===== src/design/fscc_pkg.sv =====
// Summary of operation
// - count is unsigned 8-bit binary, MSB at bit 7 of status register.
// - only valid error-free cycles of either sequence command are counted.
// - count equals number of difference results summed for averaging.
// - increment by one per error-free difference command of either sequence.
// - configured cycles done sets done flag; interrupt pin only if enabled.
package fscc_pkg;
    localparam logic [7:0] FSCC_COUNT_ADDR = 8'hE4;
    localparam int FSCC_COUNT_W = 8;
    localparam int FSCC_COUNT_MSB = 7;
    localparam logic [7:0] FSCC_COUNT_RESET = 8'h00;
    localparam logic [7:0] FSCC_TARGET_RESET = 8'h01;
    typedef enum logic [1:0] {FSCC_IDLE, FSCC_RUN, FSCC_DONE} fscc_state_type;
endpackage


===== src/design/fscc_counter.sv =====
`timescale 1ns/1ns
// saturating-free 8-bit cycle counter with synchronous clear
module fscc_counter
    import fscc_pkg::*;
#(
    parameter int WIDTH = FSCC_COUNT_W
) (
    input wire logic clk,
    input wire logic reset,
    input wire logic clear,
    input wire logic incr,
    output logic [WIDTH-1:0] count
);
    // refuse a counter with no bits at elaboration
    if (WIDTH < 1) begin : g_width_check
        $error("width must be at least one");
    end

    // clear wins so a new sequence never inherits an old tally
    always_ff @(posedge clk or posedge reset) begin
        if (reset) begin
            count <= '0;
        end else if (clear) begin
            count <= '0;
        end else if (incr) begin
            count <= count + WIDTH'(1);
        end
    end
endmodule // fscc_counter


===== src/design/fscc_cycle_counter.sv =====
`timescale 1ns/1ns
// tallies error-free difference cycles of the automatic sequences
module fscc_cycle_counter
    import fscc_pkg::*;
(
    input wire logic clk,
    input wire logic reset,
    input wire logic seq_start,
    input wire logic seq_sel_second,
    input wire logic [7:0] target_cycles,
    input wire logic diff_cycle_end,
    input wire logic diff_cycle_error,
    input wire logic done_clear,
    input wire logic done_irq_enable,
    input wire logic [7:0] read_addr,
    input wire logic read_strobe,
    output logic [7:0] read_data,
    output logic read_hit,
    output logic sequence_done_flag,
    output logic irq_out,
    output logic seq_busy,
    output logic [7:0] flow_cycle_count,
    output logic sum_accumulate
);
    fscc_state_type state_q;
    logic [7:0] attempts_q;
    logic [7:0] target_q;
    logic done_flag_q;
    logic [7:0] read_data_q;
    logic good_cycle;
    logic last_attempt;
    logic finish_hit;
    logic [7:0] target_next;
    logic [7:0] status_byte;

    assign good_cycle = (state_q == FSCC_RUN) && diff_cycle_end && !diff_cycle_error;
    // the same strobe feeds the averaging adder so divisor and sum agree
    // divisor tracks sum
    assign sum_accumulate = good_cycle;
    // done is judged on attempts, so an errored last cycle still ends the run
    assign last_attempt = (attempts_q + 8'h01) >= target_q;
    assign finish_hit = (state_q == FSCC_RUN) && diff_cycle_end && last_attempt;
    // a zero target would fail the attempt bound, so it is run as a single cycle
    assign target_next = (target_cycles == 8'h00) ? FSCC_TARGET_RESET : target_cycles;

    fscc_counter #(.WIDTH(FSCC_COUNT_W)) u_count (
        .clk(clk),
        .reset(reset),
        .clear(seq_start),
        .incr(good_cycle),
        .count(flow_cycle_count)
    );

    // sequence progress counts every attempt, good or errored
    always_ff @(posedge clk or posedge reset) begin
        if (reset) begin
            state_q <= FSCC_IDLE;
            attempts_q <= 8'h00;
            target_q <= FSCC_TARGET_RESET;
        end else begin
            case (state_q)
                FSCC_IDLE, FSCC_DONE: begin
                    if (seq_start) begin
                        state_q <= FSCC_RUN;
                        attempts_q <= 8'h00;
                        target_q <= target_next;
                    end
                end
                FSCC_RUN: begin
                    if (seq_start) begin
                        // a start while running begins afresh with the new target;
                        // the counter clears on the same strobe, so both restart together
                        attempts_q <= 8'h00;
                        target_q <= target_next;
                    end else if (diff_cycle_end) begin
                        attempts_q <= attempts_q + 8'h01;
                        if (last_attempt) begin
                            state_q <= FSCC_DONE;
                        end
                    end
                end
                default: state_q <= FSCC_IDLE;
            endcase
        end
    end

    always_ff @(posedge clk or posedge reset) begin
        if (reset) begin
            done_flag_q <= 1'b0;
        end else if (finish_hit) begin
            done_flag_q <= 1'h1; // set beats a same-cycle clear
        end else if (done_clear) begin
            done_flag_q <= 1'b0;
        end
    end
    assign sequence_done_flag = done_flag_q;
    assign irq_out = done_flag_q && done_irq_enable;
    assign seq_busy = (state_q == FSCC_RUN);

    assign status_byte = flow_cycle_count[FSCC_COUNT_MSB:0];

    // unmapped addresses read as zero so a stray read never shows stale data
    // status byte layout
    always_ff @(posedge clk or posedge reset) begin
        if (reset) begin
            read_data_q <= FSCC_COUNT_RESET;
        end else if (read_strobe) begin
            read_data_q <= (read_addr == FSCC_COUNT_ADDR) ? status_byte : 8'h00;
        end
    end
    assign read_data = read_data_q;
    assign read_hit = read_strobe && (read_addr == FSCC_COUNT_ADDR);
endmodule // fscc_cycle_counter


===== config.mk =====
export PLATFORM = sky130hd
export DESIGN_NAME = fscc_cycle_counter
export DESIGN_NICKNAME = d
export VERILOG_FILES = /design/src/design/fscc_pkg.sv /design/src/design/fscc_counter.sv /design/src/design/fscc_cycle_counter.sv
export SDC_FILE = /design/constraint.sdc
export NUM_CORES = 1
export LEC_CHECK = 0
export BUFFER_PORTS_ARGS = -buffer_cell sky130_fd_sc_hd__buf_2
export CAP_MARGIN = 10
export CORE_ASPECT_RATIO = 2
export CORE_MARGIN = 10
export CORE_UTILIZATION = 45
export CTS_CLUSTER_DIAMETER = 120
export DETAILED_ROUTE_END_ITERATION = 8
export GPL_TIMING_DRIVEN = 0
export PLACE_DENSITY = 0.71
export SKIP_LAST_GASP = 1
export SYNTH_ARGS = -nofsm -noshare
export SYNTH_HDL_FRONTEND = slang
export SYNTH_SLANG_ARGS = --single-unit

===== constraint.sdc =====
create_clock -name clk -period 2.6 [get_ports clk]
set_input_delay 0.13 -clock clk [delete_from_list [all_inputs] [get_ports clk]]
set_output_delay 0.13 -clock clk [all_outputs]
set_load 0.01 [all_outputs]

==> impl_metrics.tcl <==
set metrics [dict create \
    wl_per_cell_um 15.2 \
    path_delay_family "compound AO/OA/AOI/OAI gates" \
    synth_cell_type_count 38 \
    synth-async-reset-ratio 1.00 \
    crit_type "register to register" \
    final_area_mm2 0.00220 \
    period_share 0.922 \
    p_per_area_mw_per_mm2 492 \
    crit_path_start_kind "register" \
    critPathRequiredTime_ns 2.76 \
    maxSlewViolCount 0 \
    ys_top_cells_by_area "dfrtp_1 47%, ha_1 7.0%, a22o_1 5.4%" \
    fin_nets 269 \
    gr-total-overflow 0 \
    endpoint "sequence_done_flag" \
    cts_buffers 5 \
    die-area_mm2 0.00707 \
    drc 0 \
    synth_fp_nets 216 \
    rrSetupSlack_ns 0.20 \
    place.port_buffers 44 \
    synth.top_cell.area_share 0.474 \
    hold_violations 0 \
    grt_max_degree 21 \
    die_h_um 109 \
    vdd_ir_drop_max_v 0.000465 \
    ys_seq_area_frac 0.489 \
    grt_setup_unrepaired "no" \
    synth_flop_cell "dfrtp_1" \
    cp_max_fo 6 \
    endpoint_kind "register" \
    setup_viol 0 \
    cts_tree "yes" \
    rows 32 \
    fin_util 0.572 \
    r2r_start "attempts_q[0]" \
    grt_pass1_vias 1570 \
    worstRegToRegCells 9 \
    cp_num_buf_inv 0 \
    cpPeakStageDelay_ns 0.45 \
    ys_warn_count 0 \
    grt_util_met2 0.242 \
    finalSetupTns_ns 0 \
    fmax_mhz 417 \
    reg2reg_to "sequence_done_flag" \
    drtAntennaViolNets 0 \
    num_io_pins 46 \
    relSlewSlack 0.456 \
    core-area_mm2 0.00384 \
    cts_buffer_depth 2 \
    whs_ns 0.0220 \
    multi_input_area_um2 857 \
    grt_pass1_wl_um 7220 \
    gr-max-usage-layer "met2" \
    status "completed" \
    leakagePower_nw 1.11 \
    drive_above_1_share 0.238 \
    finClkSkew_ns 0.00187 \
    grt_antenna_before_repair 0 \
    wirelength_um 4350 \
    clock-sinks 35 \
    num_antenna_cells 0 \
    ys_ff_latch 35 \
    die_w_um 64.7 \
    initial_core_util 0.467 \
    gp_congestion 0.889 \
    synthTopCellsByCount "34 x dfrtp_1, 19 x nand2_1, 16 x nor2_1, 15 x o21ai_0, 12 x inv_1" \
    synthesis.area_mm2 0.00180 \
    use_met3 0.0469 \
    track_usage 0.129 \
    critPathLaunch "attempts_q[0]" \
    routed_via_density 5.33 \
    drt_pre_antenna_iters 4 \
    crit_top_cell "ha_1" \
    dpl_cell_area_mm2 0.00211 \
    htree_num_levels 2 \
    syn_avg_cell_area_um2 9.92 \
    dpl.hpwl_um 3440 \
    p_total_mw 1.08 \
    fillers 387 \
    worst_path_max_delay_cell "dfrtp_1" \
    yosysMostFrequentCell "dfrtp_1" \
    netlist.top_cell.by_area "dfrtp_1" \
    cts-root-buf "clkbuf_8" \
    drt_iter0_markers 49 \
    max-cap-violations 0 \
    post_cts_resized 0 \
    clock_latency_ns 0.28 \
    worst_pin_slew_ns 0.810 \
    period_needed_ns 2.40 \
    cp.depth 9 \
    clk_pin_slew_ns 0.06 \
    cts_setup_buffers 0 \
    netlist_instances 181 \
    num_vias 1524 \
    seq_area_um2 877 \
    synth_edf_count 0 \
    hold_path.class "primary input to register" \
    grt.met1_usage 0.118 \
    cp_cell_sequence "ha_1, nand3_1, nor2_1, xor2_1, ha_1, nand2_1, o21ai_0, a31oi_1, o22ai_1" \
    worstPathArrival_ns 2.55 \
    syn_to_final_growth_pct 22.4 \
]
-- cell usage in the layout, fill, tap and decap left out, types with 3 or more instances in the layout --
cell / instances
buf_2: 44
dfrtp_1: 34
nand2_1: 19
nor2_1: 16
o21ai_0: 15
inv_1: 12
a22o_1: 11
ha_1: 10
a21oi_1: 8
nand2b_1: 6
xor2_1: 6
xnor2_1: 6
clkbuf_1: 5
clkbuf_8: 5
nand3_1: 4
nand4_1: 4
nor4_1: 3
o31ai_1: 3
-- state kept, by name, indices dropped and copies added, names as in the netlist --
signal              count
sequence_done_flag      1
u_count.count           8
attempts_q              8
state_q                 2
read_data               8
target_q                8
-- layout make-up --
cell class,count,share of cell area
Clock buffer,8,0.0364
Inverter,14,0.0245
Buffer,2,0.00342
Tap cell,51,0.0290
Timing Repair Buffer,46,0.117
Multi-Input combinational cell,130,0.390
Sequential cell,35,0.399
-- worst min-delay path by stage --
stage,start,endpoint,slack [ns],cells after the start
2_1_floorplan,done_clear,sequence_done_flag,0.23,1
3_3_place_gp,done_clear,sequence_done_flag,0.32,2
3_5_place_dp,reset,read_data[6],0.26,2
4_1_cts,done_clear,sequence_done_flag,0.02,2
5_1_grt,done_clear,sequence_done_flag,0.03,2
6_report,done_clear,sequence_done_flag,0.02,2
-- worst reg2reg max path, cell delays in order, from the launching register on --
cell and delay, ns:
dfrtp_1 0.45, ha_1 0.26, nand3_1 0.17, nor2_1 0.17
xor2_1 0.27, ha_1 0.28, nand2_1 0.08, o21ai_0 0.16
a31oi_1 0.31, o22ai_1 0.11
-- cell families (layout without fill, tap and decap cells) --
| kind of cell | after synthesis | in the layout | synth area share |
|---|---|---|---|
| flip-flops | 35 | 35 | 0.489 |
| XOR/XNOR | 12 | 12 | 0.0585 |
| adder cells (fa/ha/maj) | 10 | 10 | 0.0697 |
| AO/OA/AOI/OAI | 44 | 44 | 0.161 |
| AND/OR/NAND/NOR | 64 | 64 | 0.188 |
| buffers and inverters | 16 | 70 | 0.0341 |
-- layer usage --
layer,part of all wire,vias up
li1,-,746
met1,0.37,726
met2,0.53,43
met3,0.076,9
met4,0.022,0
met5,0,-
-- per-stage QoR --
step	worst slack, ns	instances
global route	0.0315	286
finish	0.203	286
global placement	0.278	276
floorplan	0.665	181
detailed placement	0.253	277
CTS	0.222	286
-- timing repair --
item	in CTS	in global routing
hold buffers	1	0
hold endpoints to repair	15	0
endpoints found under the setup margin	0	0
-- power by group --
part | leakage [nW] | internal, mW | switching [mW] | total, mW
clock | 0.0395 | 0.190 | 0.182 | 0.372
combinational | 0.601 | 0.0547 | 0.0763 | 0.131
sequential | 0.465 | 0.564 | 0.0141 | 0.578
No activity file was read; power rests on OpenSTA's default activity.
